[src/codec_id_map.svh]
// Purpose: Offsets, field positions and reset values of the codec identity register bank.
// Assumes: Offsets are byte offsets within the access space that selects them.
// Notes:   Definitions only; included by bare name.
`ifndef CODEC_ID_MAP_SVH
`define CODEC_ID_MAP_SVH

// Bus mastering I/O space.
`define CID_OFF_GLOBAL_CONTROL      8'h2C
`define CID_OFF_GLOBAL_STATUS       8'h30
`define CID_GCTL_LINK_RESET_BIT     1
`define CID_GCTL_RESET              16'h0000
`define CID_GSTA_PRIMARY_READY_BIT  8
`define CID_GSTA_SECONDARY_READY_BIT 9
`define CID_GSTA_RESET              16'h0000

// Function configuration space.
`define CID_OFF_SUBSYS_VENDOR       8'h2C
`define CID_OFF_SUBSYS_IDENTITY     8'h2E
`define CID_SUBSYS_RESET            16'h0000

// Controller function 0 configuration space.
`define CID_OFF_FUNCTION_HIDE       8'hF2
`define CID_HIDE_RESET              8'h00
`define CID_HIDE_MODEM_BIT          6
`define CID_HIDE_AUDIO_BIT          5

// Mixer spaces.
`define CID_OFF_MODEM_IDENTITY      8'h3C
`define CID_OFF_PRIMARY_WORD_ONE    8'h7C
`define CID_OFF_PRIMARY_WORD_TWO    8'h7E
`define CID_OFF_SECONDARY_WORD_ONE  8'hFC
`define CID_OFF_SECONDARY_WORD_TWO  8'hFE

// Vendor word field layout.
`define CID_VWORD_HIGH_MSB          15
`define CID_VWORD_HIGH_LSB          8
`define CID_VWORD_LOW_MSB           7
`define CID_VWORD_LOW_LSB           0

// Modem identity field layout.
`define CID_MID_INDEX_HIGH_BIT      15
`define CID_MID_INDEX_LOW_BIT       14
`define CID_MID_LINE_ONE_BIT        0

`define CID_UNMAPPED_READ           16'h0000

`endif

[src/codec_id_pkg.sv]
// Purpose: Types shared by the codec identity register bank.
// Assumes: Nothing.
// Notes:   Constants live in codec_id_map.svh.
`default_nettype none
package codec_id_pkg;

   typedef enum logic [2:0] {
      space_fn0_config,
      space_fn_config,
      space_bus_master,
      space_audio_mixer,
      space_modem_mixer
   } space_t;

   typedef logic [15:0] word_t;

endpackage
`default_nettype wire

[src/id_prog_if.sv]
// Purpose: Carries a lane-enabled write and the stored value of one write-once register.
// Assumes: Both ends run on the same clock.
// Notes:   ctrl is the decoding end, store the holding end.
`timescale 1ns/10ps
`default_nettype none
interface id_prog_if #(
   parameter int WIDTH = 16
);
   logic                 wr_stb;
   logic [WIDTH-1:0]     wr_data;
   logic [WIDTH/8-1:0]   wr_be;
   logic [WIDTH-1:0]     value;
   logic                 locked;

   modport ctrl  (output wr_stb, output wr_data, output wr_be, input value, input locked);
   modport store (input wr_stb, input wr_data, input wr_be, output value, output locked);
endinterface
`default_nettype wire

[src/level_sync.sv]
// Purpose: Two-flop synchroniser for a group of asynchronous levels.
// Assumes: Each bit is a slow level; no bits need to stay coherent with each other.
// Notes:   The first stage feeds only the second stage.
`timescale 1ns/10ps
`default_nettype none
module level_sync #(
   parameter int WIDTH = 2
) (
   input  wire logic             clk,
   input  wire logic             arst_n,
   input  wire logic [WIDTH-1:0] async_in,
   output logic      [WIDTH-1:0] sync_out
);
   genvar g;
   generate
      for (g = 0; g < WIDTH; g++) begin : gen_bit
         logic stage1_ff;
         logic stage2_ff;
         always_ff @(posedge clk or negedge arst_n) begin
            if (!arst_n) begin
               stage1_ff <= 1'b0;
               stage2_ff <= 1'b0;
            end else begin
               stage1_ff <= async_in[g];
               stage2_ff <= stage1_ff;
            end
         end
         assign sync_out[g] = stage2_ff;
      end
   endgenerate
endmodule
`default_nettype wire

[src/write_once_reg.sv]
// Purpose: Register that takes one software programming after each system reset.
// Assumes: A write with at least one lane enabled counts as the programming.
// Notes:   Lanes not enabled in that write keep the reset value for good.
`timescale 1ns/10ps
`default_nettype none
`include "codec_id_map.svh"
module write_once_reg #(
   parameter int           WIDTH     = 16,
   parameter logic [15:0]  RESET_VAL = `CID_SUBSYS_RESET
) (
   input  wire logic clk,
   input  wire logic arst_n,
   id_prog_if.store  port
);
   logic [WIDTH-1:0] value_ff;
   logic [WIDTH-1:0] nxt_value;
   logic             locked_ff;
   logic             nxt_locked;
   logic             take;

   always_comb begin
      take       = port.wr_stb && !locked_ff && (|port.wr_be);
      nxt_value  = value_ff;
      nxt_locked = locked_ff;
      if (take) begin
         for (int i = 0; i < WIDTH/8; i++) begin
            if (port.wr_be[i]) begin
               nxt_value[i*8 +: 8] = port.wr_data[i*8 +: 8];
            end
         end
         nxt_locked = 1'b1;
      end
   end

   always_ff @(posedge clk or negedge arst_n) begin
      if (!arst_n) begin
         value_ff  <= RESET_VAL[WIDTH-1:0];
         locked_ff <= 1'b0;
      end else begin
         value_ff  <= nxt_value;
         locked_ff <= nxt_locked;
      end
   end

   assign port.value  = value_ff;
   assign port.locked = locked_ff;
endmodule
`default_nettype wire

[src/codec_id_subsys_regs.sv]
// Purpose: Register bank used while software enumerates the serial-link codecs.
// Assumes: Vendor and modem identity words arrive from the link frame engine on clk.
//          Codec ready levels come from the link side and are synchronised here.
// Notes:   One access per request; reads answer one cycle later with registered data.
`timescale 1ns/10ps
`default_nettype none
`include "codec_id_map.svh"

////////////////////////////////////////////////////////////////////////////////////////////////////
// Notes on behaviour
// Status bit 9 shows secondary codec ready.
// Subsystem vendor identity: zero reset, write once.
// Subsystem identity: zero reset, write once.
// Secondary word one read at FCh.
// Secondary word two read at FEh.
// Primary words at 7Ch/7Eh, both mixers.
// Words carry two characters, or character plus revision.
// Software detects modem from identity at 3Ch.
// Software resets link, hides missing modem.
// Software programs identity from secondary words.
// Status bit 8 shows primary codec ready.
// Control bit 1 releases link reset.
// Hide bits 6 and 5 conceal functions.
// Later identity writes ignored until reset.
module codec_id_subsys_regs (
   input  wire logic                 clk,
   input  wire logic                 arst_n,
   input  wire codec_id_pkg::space_t req_space,
   input  wire logic [7:0]           req_addr,
   input  wire logic                 req_wr,
   input  wire logic                 req_rd,
   input  wire logic [1:0]           req_be,
   input  wire logic [15:0]          req_wdata,
   output logic                      rsp_valid,
   output logic [15:0]               rsp_rdata,
   input  wire logic                 primary_codec_ready_in,
   input  wire logic                 secondary_codec_ready_in,
   input  wire codec_id_pkg::word_t  modem_function_identity_in,
   input  wire codec_id_pkg::word_t  primary_vendor_word_one_in,
   input  wire codec_id_pkg::word_t  primary_vendor_word_two_in,
   input  wire codec_id_pkg::word_t  secondary_vendor_word_one_in,
   input  wire codec_id_pkg::word_t  secondary_vendor_word_two_in,
   output logic                      codec_link_reset_n,
   output logic                      hide_modem_function,
   output logic                      hide_audio_function,
   output logic [15:0]               subsystem_vendor_identity,
   output logic [15:0]               subsystem_identity,
   output logic [1:0]                subsystem_locked
);

   /////////////////////////////////////////////////////////////////////////////////////////////////
   // Address decode.

   function automatic logic hit(
      input codec_id_pkg::space_t sp,
      input logic [7:0]           addr,
      input codec_id_pkg::space_t want_sp,
      input logic [7:0]           want_off
   );
      hit = (sp == want_sp) && (addr == want_off);
   endfunction

   logic hit_gctl;
   logic hit_gsta;
   logic hit_subsystem_vendor_identity;
   logic hit_subsystem_identity;
   logic hit_hide;
   logic hit_mid;
   logic hit_pw1;
   logic hit_pw2;
   logic hit_sw1;
   logic hit_sw2;

   always_comb begin
      hit_gctl  = hit(req_space, req_addr, codec_id_pkg::space_bus_master,
                      `CID_OFF_GLOBAL_CONTROL);
      hit_gsta  = hit(req_space, req_addr, codec_id_pkg::space_bus_master,
                      `CID_OFF_GLOBAL_STATUS);
      hit_subsystem_vendor_identity = hit(req_space, req_addr, codec_id_pkg::space_fn_config,
                      `CID_OFF_SUBSYS_VENDOR);
      hit_subsystem_identity  = hit(req_space, req_addr, codec_id_pkg::space_fn_config,
                      `CID_OFF_SUBSYS_IDENTITY);
      hit_hide  = hit(req_space, req_addr, codec_id_pkg::space_fn0_config,
                      `CID_OFF_FUNCTION_HIDE);
      hit_mid   = hit(req_space, req_addr, codec_id_pkg::space_modem_mixer,
                      `CID_OFF_MODEM_IDENTITY);
      // The primary words answer at the same offsets in either mixer space.
      hit_pw1   = hit(req_space, req_addr, codec_id_pkg::space_audio_mixer,
                      `CID_OFF_PRIMARY_WORD_ONE)
               || hit(req_space, req_addr, codec_id_pkg::space_modem_mixer,
                      `CID_OFF_PRIMARY_WORD_ONE);
      hit_pw2   = hit(req_space, req_addr, codec_id_pkg::space_audio_mixer,
                      `CID_OFF_PRIMARY_WORD_TWO)
               || hit(req_space, req_addr, codec_id_pkg::space_modem_mixer,
                      `CID_OFF_PRIMARY_WORD_TWO);
      hit_sw1   = hit(req_space, req_addr, codec_id_pkg::space_modem_mixer,
                      `CID_OFF_SECONDARY_WORD_ONE);
      hit_sw2   = hit(req_space, req_addr, codec_id_pkg::space_modem_mixer,
                      `CID_OFF_SECONDARY_WORD_TWO);
   end

   /////////////////////////////////////////////////////////////////////////////////////////////////
   // Codec ready levels from the link side.

   logic [1:0] ready_sync;

   level_sync #(
      .WIDTH (2)
   ) u_ready_sync (
      .clk      (clk),
      .arst_n   (arst_n),
      .async_in ({secondary_codec_ready_in, primary_codec_ready_in}),
      .sync_out (ready_sync)
   );

   logic [15:0] global_status_word;

   always_comb begin
      global_status_word = `CID_GSTA_RESET;
      global_status_word[`CID_GSTA_PRIMARY_READY_BIT]   = ready_sync[0];
      global_status_word[`CID_GSTA_SECONDARY_READY_BIT] = ready_sync[1];
   end

   /////////////////////////////////////////////////////////////////////////////////////////////////
   // Global control and function hide.

   logic [15:0] global_control_ff;
   logic [15:0] nxt_global_control;
   logic [7:0]  hide_ff;
   logic [7:0]  nxt_hide;

   always_comb begin
      nxt_global_control = global_control_ff;
      nxt_hide           = hide_ff;
      // Only the link reset bit is kept; the rest of the word reads as zero.
      if (req_wr && hit_gctl && req_be[0]) begin
         nxt_global_control[`CID_GCTL_LINK_RESET_BIT] =
            req_wdata[`CID_GCTL_LINK_RESET_BIT];
      end
      // Every bit of the hide byte is kept, so software can preserve its neighbours.
      if (req_wr && hit_hide && req_be[0]) begin
         nxt_hide = req_wdata[7:0];
      end
   end

   always_ff @(posedge clk or negedge arst_n) begin
      if (!arst_n) begin
         global_control_ff <= `CID_GCTL_RESET;
         hide_ff           <= `CID_HIDE_RESET;
      end else begin
         global_control_ff <= nxt_global_control;
         hide_ff           <= nxt_hide;
      end
   end

   // A zero in the control bit holds the codecs in reset, so reset leaves the link quiet.
   assign codec_link_reset_n  = global_control_ff[`CID_GCTL_LINK_RESET_BIT];
   assign hide_modem_function = hide_ff[`CID_HIDE_MODEM_BIT];
   assign hide_audio_function = hide_ff[`CID_HIDE_AUDIO_BIT];

   /////////////////////////////////////////////////////////////////////////////////////////////////
   // Write-once subsystem identity registers.

   id_prog_if #(.WIDTH(16)) subsystem_vendor_identity_if ();
   id_prog_if #(.WIDTH(16)) subsystem_identity_if ();

   assign subsystem_vendor_identity_if.wr_stb  = req_wr && hit_subsystem_vendor_identity;
   assign subsystem_vendor_identity_if.wr_data = req_wdata;
   assign subsystem_vendor_identity_if.wr_be   = req_be;
   assign subsystem_identity_if.wr_stb   = req_wr && hit_subsystem_identity;
   assign subsystem_identity_if.wr_data  = req_wdata;
   assign subsystem_identity_if.wr_be    = req_be;

   // The stores lock on their first write with at least one lane enabled and drop later ones until reset.
   write_once_reg #(
      .WIDTH     (16),
      .RESET_VAL (`CID_SUBSYS_RESET)
   ) u_subsystem_vendor_identity (
      .clk    (clk),
      .arst_n (arst_n),
      .port   (subsystem_vendor_identity_if)
   );

   write_once_reg #(
      .WIDTH     (16),
      .RESET_VAL (`CID_SUBSYS_RESET)
   ) u_subsystem_identity (
      .clk    (clk),
      .arst_n (arst_n),
      .port   (subsystem_identity_if)
   );

   assign subsystem_vendor_identity = subsystem_vendor_identity_if.value;
   assign subsystem_identity        = subsystem_identity_if.value;
   assign subsystem_locked          = {subsystem_identity_if.locked, subsystem_vendor_identity_if.locked};

   /////////////////////////////////////////////////////////////////////////////////////////////////
   // Read path.

   logic        rsp_valid_ff;
   logic        nxt_rsp_valid;
   logic [15:0] rsp_rdata_ff;
   logic [15:0] nxt_rsp_rdata;
   logic [15:0] rd_word;

   // The vendor words pass through whole: high byte is the first character,
   // low byte the second character or the revision.
   always_comb begin
      rd_word = `CID_UNMAPPED_READ;
      if (hit_gctl) begin
         rd_word = global_control_ff;
      end else if (hit_gsta) begin
         rd_word = global_status_word;
      end else if (hit_subsystem_vendor_identity) begin
         rd_word = subsystem_vendor_identity_if.value;
      end else if (hit_subsystem_identity) begin
         rd_word = subsystem_identity_if.value;
      end else if (hit_hide) begin
         rd_word = {8'h00, hide_ff};
      end else if (hit_mid) begin
         rd_word = modem_function_identity_in;
      end else if (hit_pw1) begin
         rd_word = primary_vendor_word_one_in;
      end else if (hit_pw2) begin
         rd_word = primary_vendor_word_two_in;
      end else if (hit_sw1) begin
         rd_word = secondary_vendor_word_one_in;
      end else if (hit_sw2) begin
         rd_word = secondary_vendor_word_two_in;
      end
   end

   always_comb begin
      nxt_rsp_valid = req_rd;
      nxt_rsp_rdata = rsp_rdata_ff;
      if (req_rd) begin
         nxt_rsp_rdata = rd_word;
      end
   end

   always_ff @(posedge clk or negedge arst_n) begin
      if (!arst_n) begin
         rsp_valid_ff <= 1'b0;
         rsp_rdata_ff <= `CID_UNMAPPED_READ;
      end else begin
         rsp_valid_ff <= nxt_rsp_valid;
         rsp_rdata_ff <= nxt_rsp_rdata;
      end
   end

   assign rsp_valid = rsp_valid_ff;
   assign rsp_rdata = rsp_rdata_ff;

endmodule
`default_nettype wire

[config.mk]
export PLATFORM = sky130hd
export DESIGN_NAME = codec_id_subsys_regs
export DESIGN_NICKNAME = d
export VERILOG_FILES = /design/src/codec_id_pkg.sv /design/src/id_prog_if.sv /design/src/level_sync.sv /design/src/write_once_reg.sv /design/src/codec_id_subsys_regs.sv
export VERILOG_INCLUDE_DIRS = /design/src
export SDC_FILE = /design/constraint.sdc
export NUM_CORES = 1
export LEC_CHECK = 0
export ABC_AREA = 1
export BUFFER_PORTS_ARGS = -buffer_cell sky130_fd_sc_hd__buf_2
export CAP_MARGIN = 30
export CORE_MARGIN = 2
export CORE_UTILIZATION = 30
export DETAILED_ROUTE_END_ITERATION = 10
export PLACE_DENSITY_LB_ADDON = 0.08
export SYNTH_ARGS = -nofsm -noshare
export SYNTH_HDL_FRONTEND = slang
export SYNTH_SLANG_ARGS = --single-unit
[constraint.sdc]
create_clock -name clk -period 1.5 [get_ports clk]
set_clock_uncertainty 0.2 [all_clocks]
set_input_delay 0.225 -clock clk [delete_from_list [all_inputs] [get_ports clk]]
set_output_delay 0.225 -clock clk [all_outputs]
set_load 0.02 [all_outputs]
# After elaboration in Yosys (flattened, before gate mapping)

Cells that the tools add are included.

Memory bits (writable): 0
Memories kept: 0
Output and inout port bits: 54
Input port bits: 115
Logic and storage cells: 69
Memory bits (read-only): 0
Latch bits: 0
Bits in registers: 64

Shift-type cells: 0
Add/sub/neg operators: 0
Divide/modulo/power cells: 0
Equal/unequal tests: 13
Bitwise operators: 0
Multiplexer cells: 10
Reductions and logical operators: 32
Multipliers: 0
Order comparisons: 0

Operator list:

| kind                 | count |
|---|---|
| $mux W16             | 10 |
| $eq A8 B6 Y1 const B | 4 |
| $eq A8 B8 Y1 const B | 3 |
| $logic_and A1 B1 Y1  | 22 |
| $eq A8 B7 Y1 const B | 2 |
| $reduce_and A2 Y1    | 4 |
| $eq A3 B2 Y1 const B | 2 |
| $eq A3 B1 Y1 const B | 1 |
| $eq A3 B3 Y1 const B | 1 |
| $logic_not A3 Y1     | 1 |
| $logic_not A1 Y1     | 2 |
| $logic_or A1 B1 Y1   | 2 |
| $reduce_or A2 Y1     | 1 |

# Logic depth before layout (Yosys ltp)

Gate-level depths: netlist of the first run.

Word-level depth: 12
Gate-level depth with buffers: 15
Depth with buffers taken out: 14

# Cells and area by module

A second synthesis of the first run with hierarchy kept.

Cells, all modules: 585
Area total of the unflattened synthesis: 4,134.0 sq um

Modules (own cells, without submodules):

| module               | area an instance (sq um) | cells each | seq. area each (sq um) | instances |
|---|---|---|---|---|
| codec_id_subsys_regs | 2,519.9                  | 431        | 650.6                  | 1 |
| write_once_reg       | 749.5                    | 74         | 425.4                  | 2 |
| level_sync           | 115.1                    | 6          | 100.1                  | 1 |

# Least setup slack after synthesis of the first run

OpenSTA, ideal clock, no wires.

Path type: input to register
From: input req_addr[1]
To: register rsp_rdata_ff[10] (netlist: rsp_rdata[10])
Library setup time: 0.116 ns
Data required time: 1.184 ns
Buffers on the path: 2
Arrival: 1.344 ns
Slack: -0.161 ns
Stages on the path: 13
Cells stage by stage: nor2_1 nand2_2 or2_1 buf_6 nor2_4 inv_2 nand2_2 inv_2 nand2_2 buf_6 nor2_1 nand2_1 nand2_1

Longest elaborated chain between the ends: 12
Elaborated cells between the ends (all ways): 33
Those cells by class: eq/ne (9); mux (10); reduce/logical (14)

RTL lines:

| element                | line                        | text |
|---|---|---|
| start: declaration     | codec_id_subsys_regs.sv:29  | `input wire logic [7:0] req_addr,` |
| $eq A8 B8 Y1           | codec_id_subsys_regs.sv:60  | `hit = (sp == want_sp) && (addr == want_off);` |
| $logic_and A1 B1 Y1    | codec_id_subsys_regs.sv:60  |  |
| $mux W16               | codec_id_subsys_regs.sv:228 | `end else if (hit_sw2) begin` |
| $mux W16               | codec_id_subsys_regs.sv:226 | `end else if (hit_sw1) begin` |
| $mux W16               | codec_id_subsys_regs.sv:224 | `end else if (hit_pw2) begin` |
| $mux W16               | codec_id_subsys_regs.sv:222 | `end else if (hit_pw1) begin` |
| $mux W16               | codec_id_subsys_regs.sv:220 | `end else if (hit_mid) begin` |
| $mux W16               | codec_id_subsys_regs.sv:218 | `end else if (hit_hide) begin` |
| $mux W16               | codec_id_subsys_regs.sv:216 | `end else if (hit_subsystem_identity) begin` |
| $mux W16               | codec_id_subsys_regs.sv:214 | `end else if (hit_subsystem_vendor_identity) begin` |
| $mux W16               | codec_id_subsys_regs.sv:212 | `end else if (hit_gsta) begin` |
| $mux W16 *             | codec_id_subsys_regs.sv:210 | `if (hit_gctl) begin` |
| end signal: assignment | codec_id_subsys_regs.sv:244 | `` rsp_rdata_ff <= `CID_UNMAPPED_READ; `` |
| end signal: assignment | codec_id_subsys_regs.sv:247 | `rsp_rdata_ff <= nxt_rsp_rdata;` |
| end: declaration       | codec_id_subsys_regs.sv:202 | `logic [15:0] rsp_rdata_ff;` |

Mark *: on every way between the ends. The rest lies on a longest branch, timed or not.
A chain may end at the register's enable or synchronous reset.

# Worst setup path in the final report of the first run

From: input req_addr[6]
To: register rsp_rdata_ff[8] (netlist: rsp_rdata[8])

The elaborated chain is that of the path after synthesis.

==> flow_summary.json, run 1 <==
{
  "status": "finished clean",
  "cpPeakStageDelay_ps": 300,
  "sw_frac_of_total_pct": 22.5,
  "syn_nets": 676,
  "start_util_pct": 30.6,
  "path_cells": "buf_6 > buf_6 > nor3_4 > buf_6 > buf_4 > nand2_2 > or2_2 > nand3_1 > nand2_1",
  "dr_total_vias": 4408,
  "internal_power_mw": 3.47,
  "via_per_inst": 4.54,
  "grt_pass1_vias": 4214,
  "maxSlewViolCount": 0,
  "pre_cts_slack_ps": -491,
  "fin_ws_ps": 19.7,
  "switching_power_mw": 1.01,
  "critPathKind": "in -> reg",
  "overflow": 0,
  "worstPathArrival_ps": 1500,
  "cp_max_fo": 4,
  "critical_path_required_ps": 1520,
  "final_cells": 970,
  "synth_area_mm2": 0.00385,
  "timing.final.crit_share_pct": 98.7,
  "first_iter_violations": 303,
  "grt_pass1_wl_um": 21600,
  "drt_first_pass_iters": 4,
  "cts_buffers": 9,
  "cts_tree": "yes",
  "worstMarginPinSlew_ps": 360,
  "p_clk_share_pct": 49.1,
  "maxCapViolCount": 0,
  "worstSkewPairLatency_ps": 330,
  "grt_setup_unrepaired": "yes",
  "fin_total_pwr_mw": 4.47,
  "busiest_layer": "met2",
  "grtUsageMet2_pct": 33.6,
  "tns_ps": 0,
  "cpMostUsedCell": "buf_6",
  "setup_viol": 0,
  "dieWidth_um": 117,
  "diodes": 0,
  "syn_inst": 561,
  "slowest_stage": "or2_2",
  "hpwl_um": 11000,
  "htreeDepth": 3,
  "holdWs_ps": 7.28,
  "grt_use_met1_pct": 28.7,
  "yosysWarningCount": 0,
  "synth-seq-cells": 64,
  "pwr-share-seq_pct": 39.2,
  "layout_min_cycle_time_ps": 1480,
  "die_h_um": 117,
  "coreArea_mm2": 0.0126,
  "remaining_drc_errors": 0,
  "ys_seq_area_share_pct": 41.6,
  "io_buffers": 168,
  "endpoint_kind": "register",
  "grt_max_degree": 65,
  "clock-sinks": 64,
  "antenna_found_initial": 0,
  "met3_usage_pct": 3.19,
  "cts_buffer_depth": 2,
  "cts-root-buf": "clkbuf_16",
  "wire_per_inst_um": 15.1,
  "vdd_drop_max_mv": 0.569,
  "holdCritPathClass": "in -> reg",
  "io_pins": 169,
  "clk_pin_slew_ps": 50,
  "yosysUniqueCellTypes": 30,
  "track_usage_pct": 20.7,
  "slew_headroom_pct": 76.0,
  "p_per_area_mw_per_mm2": 725,
  "layout-drive-gt1-share_pct": 39.1,
  "wl_um": 14600,
  "hold_viol": 0,
  "syn_avg_cell_area_um2": 6.86,
  "die_area_mm2": 0.0138,
  "area_growth_pct": 60.4,
  "p_leak_nw": 3.47,
  "nets": 908,
  "placedCellCount": 925,
  "fp-row-count": 41,
  "start_kind": "input pin",
  "ant_nets": 0,
  "p_comb_share_pct": 11.8,
  "place_congestion": 0.887,
  "clock.fmax_mhz": 676
}
[repair_timing]
action | 4_1_cts | 5_1_grt
gates cloned | 2 | 3
buffers inserted | 3 | 2
hold endpoints to repair | 99 | 0
pin swaps | 6 | 50
hold buffers | 19 | 0
resized for setup | 28 | 71
setup endpoints to repair | 16 | 37
[sequential cells by signal, indices dropped and copies added (netlist names)]
name	flops
u_subsystem_vendor_identity.port.locked	1
rsp_valid	1
u_ready_sync.gen_bit.stage1_ff	2
u_subsystem_vendor_identity.port.value	16
u_subsystem_identity.port.value	16
hide_ff	8
u_ready_sync.gen_bit.stage2_ff	2
u_subsystem_identity.port.locked	1
global_control_ff	1
rsp_rdata	16
[routing by layer]
metal	part of all wire, %	up-vias
met5	0	-
met4	1.5	0
met3	6.5	17
met2	46	165
met1	46	1990
li1	-	2236
[final cells by class]
type	instances	area, µm²
clock buffer	14	284
clock inverter	2	35.0
fill	1274	6400
inverter	66	278
multi-input combinational	408	2100
sequential	64	1600
tap	172	215
timing repair buffer	242	1640
timing repair inverter	2	15.0
[path summary, 6_finish.rpt]
path,cells past startpoint,to,from,slack [ps]
worst max-delay path,9,rsp_rdata[8]$_DFFE_PN0P_,req_addr[6],20
worst min-delay path,3,u_subsystem_identity.port.value[1]$_DFFE_PN0P_,req_wdata[1],7
worst max register to register,6,u_subsystem_identity.port.value[7]$_DFFE_PN0P_,u_subsystem_identity.port.locked$_DFFE_PN0P_,70
worst min register to register,0,u_ready_sync.gen_bit[1].stage2_ff$_DFF_PN0_,u_ready_sync.gen_bit[1].stage1_ff$_DFF_PN0_,150
max in group asynchronous,3,u_subsystem_vendor_identity.port.value[14]$_DFFE_PN0P_,arst_n,560
min in group asynchronous,3,u_subsystem_identity.port.value[0]$_DFFE_PN0P_,arst_n,240
[cell usage after synthesis]
cell type / instances / area share (%)
nand2_1: 207 / 20
dfrtp_1: 64 / 42
inv_1: 59 / 5.8
nor2_1: 55 / 5.4
o21ai_1: 32 / 4.2
nand3_1: 23 / 3.0
a21oi_1: 19 / 2.5
nor3_1: 17 / 2.2
buf_2: 14 / 1.8
o21ai_0: 14 / 1.8
nand4_1: 11 / 1.8
inv_2: 6 / 0.59
clkbuf_1: 5 / 0.49
nand3b_1: 5 / 0.98
nand2_2: 3 / 0.49
nand3_2: 3 / 0.78
nand3_4: 3 / 1.4
nor2_2: 3 / 0.49
a21o_1: 2 / 0.39
buf_4: 2 / 0.39
buf_6: 2 / 0.59
nor2_4: 2 / 0.59
nor3_4: 2 / 0.85
nor4_1: 2 / 0.33
clkinv_1: 1 / 0.097
nand4_2: 1 / 0.33
nor2_8: 1 / 0.52
nor3_2: 1 / 0.26
or2_1: 1 / 0.16
or2_2: 1 / 0.16
[placed cells by master (no fill, tap or decap), types with 3 or more instances in the layout]
cell,count
buf_6,18
nand2_1,189
a21oi_1,19
o21ai_0,9
dlygate4sd3_1,19
nand2_4,10
inv_6,4
nand2_2,11
clkbuf_16,10
clkbuf_8,4
buf_2,161
inv_1,52
buf_12,7
nand3_2,8
nor2_4,9
nand3_4,4
inv_2,6
nand3_1,17
nor2_2,5
clkinvlp_4,3
nor2_1,46
nand3b_1,5
nand4_1,11
buf_4,35
dfrtp_1,64
nor3_1,16
o21ai_1,35
[critical path: cells and delay by family]
| family | cells | cell delay [ps] |
|---|---|---|
| AND/OR/NAND/NOR | 5 | 810 |
| buffers and inverters | 4 | 470 |
[power groups by stage]
stage / logic [mW] / clock network [mW] / registers (mW)
after detailed placement: 0.427 / 0 / 1.78
final: 0.526 / 2.20 / 1.75
after global placement: 0.428 / 0 / 1.78
after CTS: 0.483 / 2.23 / 1.75
after floorplan: 0.108 / 0 / 1.79
after global routing: 0.573 / 2.32 / 1.75
[per-stage QoR]
step,utilization (%),cell area [µm²]
global placement,41.8,5250
finish,49.1,6170
floorplan,-,3910
global route,49.1,6170
CTS,46.9,5890
detailed placement,41.8,5250
[cell families after synthesis]
kind of cell	Yosys count	share of synthesized area, %
DFF	64	41.6
AOI/OAI and AO/OA	67	8.84
buffers and inverters	89	9.72
and+or+nand+nor	341	39.8
No activity file was read; power rests on OpenSTA's default activity.
==> inputs of run 2 (changes only) <==
Settings changed: CORE_MARGIN 2 to 4.
Clock period 1.5 ns to 1.48 ns, I/O delays scaled along.
==> run 2 against run 1 <==
  * The flow now finishes with violations (setup timing)
  * Cell area increased by 3.4%
  * Worst hold slack better by 7.6 ps
  * Combinational power grew 6.1%
  * Via count up 1.9%
  * Sequential power about the same
  * Sequential cell count did not move
  * Non-clock buffer count rose by 5
  * Global-route usage decreased by 0.45 points
  * Die area rose by 6.9%
  * Utilization up 1.7 points
  * Largest power group unchanged
==> flow_summary.json, run 2 (same netlist as run 1, synthesis figures left out) <==
{
  "status": "finished, violations left",
  "violations": "setup timing",
  "cts-root-buf": "clkbuf_16",
  "first_iter_violations": 251,
  "nets": 916,
  "diodes": 0,
  "fp-row-count": 41,
  "endpoint_kind": "register",
  "p_leak_nw": 3.52,
  "fin_total_pwr_mw": 4.68,
  "clock.fmax_mhz": 666,
  "cp_max_fo": 16,
  "start_kind": "input pin",
  "dieWidth_um": 121,
  "via_per_inst": 4.59,
  "wl_um": 15600,
  "overflow": 0,
  "fin_ws_ps": -21.4,
  "wire_per_inst_um": 16.0,
  "maxCapViolCount": 0,
  "layout-drive-gt1-share_pct": 40.3,
  "tns_ps": -149,
  "switching_power_mw": 1.03,
  "grt_pass1_vias": 4501,
  "remaining_drc_errors": 0,
  "hold_viol": 0,
  "final_common_cell": "nand2_1",
  "internal_power_mw": 3.65,
  "ant_nets": 0,
  "fin_util_pct": 50.8,
  "die_h_um": 121,
  "io_buffers": 168,
  "start_util_pct": 30.6,
  "vdd_drop_max_mv": 0.588,
  "track_usage_pct": 20.2,
  "p_clk_share_pct": 50.1,
  "cts_buffer_depth": 2,
  "hpwl_um": 11000,
  "final_cells": 978,
  "worstMarginPinSlew_ps": 592,
  "place_congestion": 0.914,
  "layout_common_cells": "nand2_1 (188), buf_2 (157), dfrtp_1 (64)",
  "pwr-share-seq_pct": 38.0,
  "grt_max_degree": 65,
  "critical_path_required_ps": 1500,
  "worstSkewPairLatency_ps": 330,
  "placed_cell_area_mm2": 0.00527,
  "critPathKind": "in -> reg",
  "nFillCells": 1249,
  "holdWs_ps": 14.9,
  "design_area_mm2": 0.00638,
  "slew_headroom_pct": 60.5,
  "coreArea_mm2": 0.0126,
  "drt_first_pass_iters": 5,
  "grt_pass1_wl_um": 23200,
  "io_pins": 169,
  "antenna_found_initial": 0,
  "p_per_area_mw_per_mm2": 733,
  "setup_viol": 14,
  "area_growth_pct": 65.8,
  "sw_frac_of_total_pct": 22.0,
  "die_area_mm2": 0.0147,
  "clk_pin_slew_ps": 50,
  "cts_tree": "yes",
  "worstPathArrival_ps": 1520,
  "pre_cts_slack_ps": -581,
  "dr_total_vias": 4490,
  "p_comb_share_pct": 11.9,
  "holdCritPathClass": "in -> reg",
  "clock-sinks": 64,
  "layout_min_cycle_time_ps": 1500,
  "maxSlewViolCount": 0,
  "grt_setup_unrepaired": "yes",
  "placedCellCount": 925,
  "htreeDepth": 3,
  "timing.final.crit_share_pct": 101,
  "cts_buffers": 9
}
run 2: changes by cell type in the layout (fill, tap and decap cells not counted), sizes merged:
| cell | change |
|---|---|
| clkbuf | +1 |
| nand3 | +2 |
| inv | +1 |
| buf | +4 |
| clkinv | -2 |
| clkinvlp | +1 |
| bufinv | +1 |
run 2: path summary, 6_finish.rpt:
kind / cells past startpoint / to / slack (ps) / startpoint
max in group asynchronous: 3 / u_subsystem_vendor_identity.port.value[10]$_DFFE_PN0P_ / 540 / arst_n
worst max register to register: 5 / u_subsystem_identity.port.value[9]$_DFFE_PN0P_ / 30 / u_subsystem_identity.port.locked$_DFFE_PN0P_
worst max-delay path: 11 / u_subsystem_identity.port.value[9]$_DFFE_PN0P_ / -20 / req_addr[5]
worst min register to register: 0 / u_ready_sync.gen_bit[0].stage2_ff$_DFF_PN0_ / 160 / u_ready_sync.gen_bit[0].stage1_ff$_DFF_PN0_
worst min-delay path: 3 / rsp_rdata[1]$_DFFE_PN0P_ / 10 / req_rd
min in group asynchronous: 3 / u_subsystem_vendor_identity.port.value[0]$_DFFE_PN0P_ / 230 / arst_n
run 2: worst max-delay path, stage by stage:
cell	delay, ps
buf_8	90
inv_6	30
nor2_4	90
nand3_2	110
buf_6	140
nor3_4	270
buf_6	170
nand3_2	100
buf_12	170
nand2_1	60
o21ai_1	60
run 2: what timing repair did:
action,CTS,global route
pin swaps,8,37
endpoints found under the hold margin,103,0
buffers inserted,4,9
hold buffers,19,0
setup endpoints to repair,32,50
resized for setup,48,67
cloned,3,4
run 2: power groups by stage:
stage	registers [mW]	logic [mW]	clock network [mW]
after CTS	1.78	0.503	2.41
after global placement	1.81	0.431	0
after global routing	1.78	0.607	2.46
after floorplan	1.81	0.112	0
after detailed placement	1.81	0.430	0
final	1.78	0.558	2.34
run 2: final cells by class:
| cell class | instances | area, µm² | share of cell area, % |
|---|---|---|---|
| clock buffer | 14 | 274 | 4.29 |
| clock inverter | 2 | 60.1 | 0.941 |
| inverter | 66 | 289 | 4.53 |
| multi-input combinational | 410 | 2180 | 34.1 |
| sequential | 64 | 1600 | 25.1 |
| tap | 172 | 215 | 3.37 |
| timing repair buffer | 247 | 1740 | 27.3 |
| timing repair inverter | 3 | 22.5 | 0.353 |
run 2: per-layer routing:
metal	track usage (%)	vias up	routed length, µm
met2	33.2	192	7290
met5	0	-	0
li1	-	2255	-
met1	26.3	2021	6740
met4	7.35	0	344
met3	4.48	22	1260
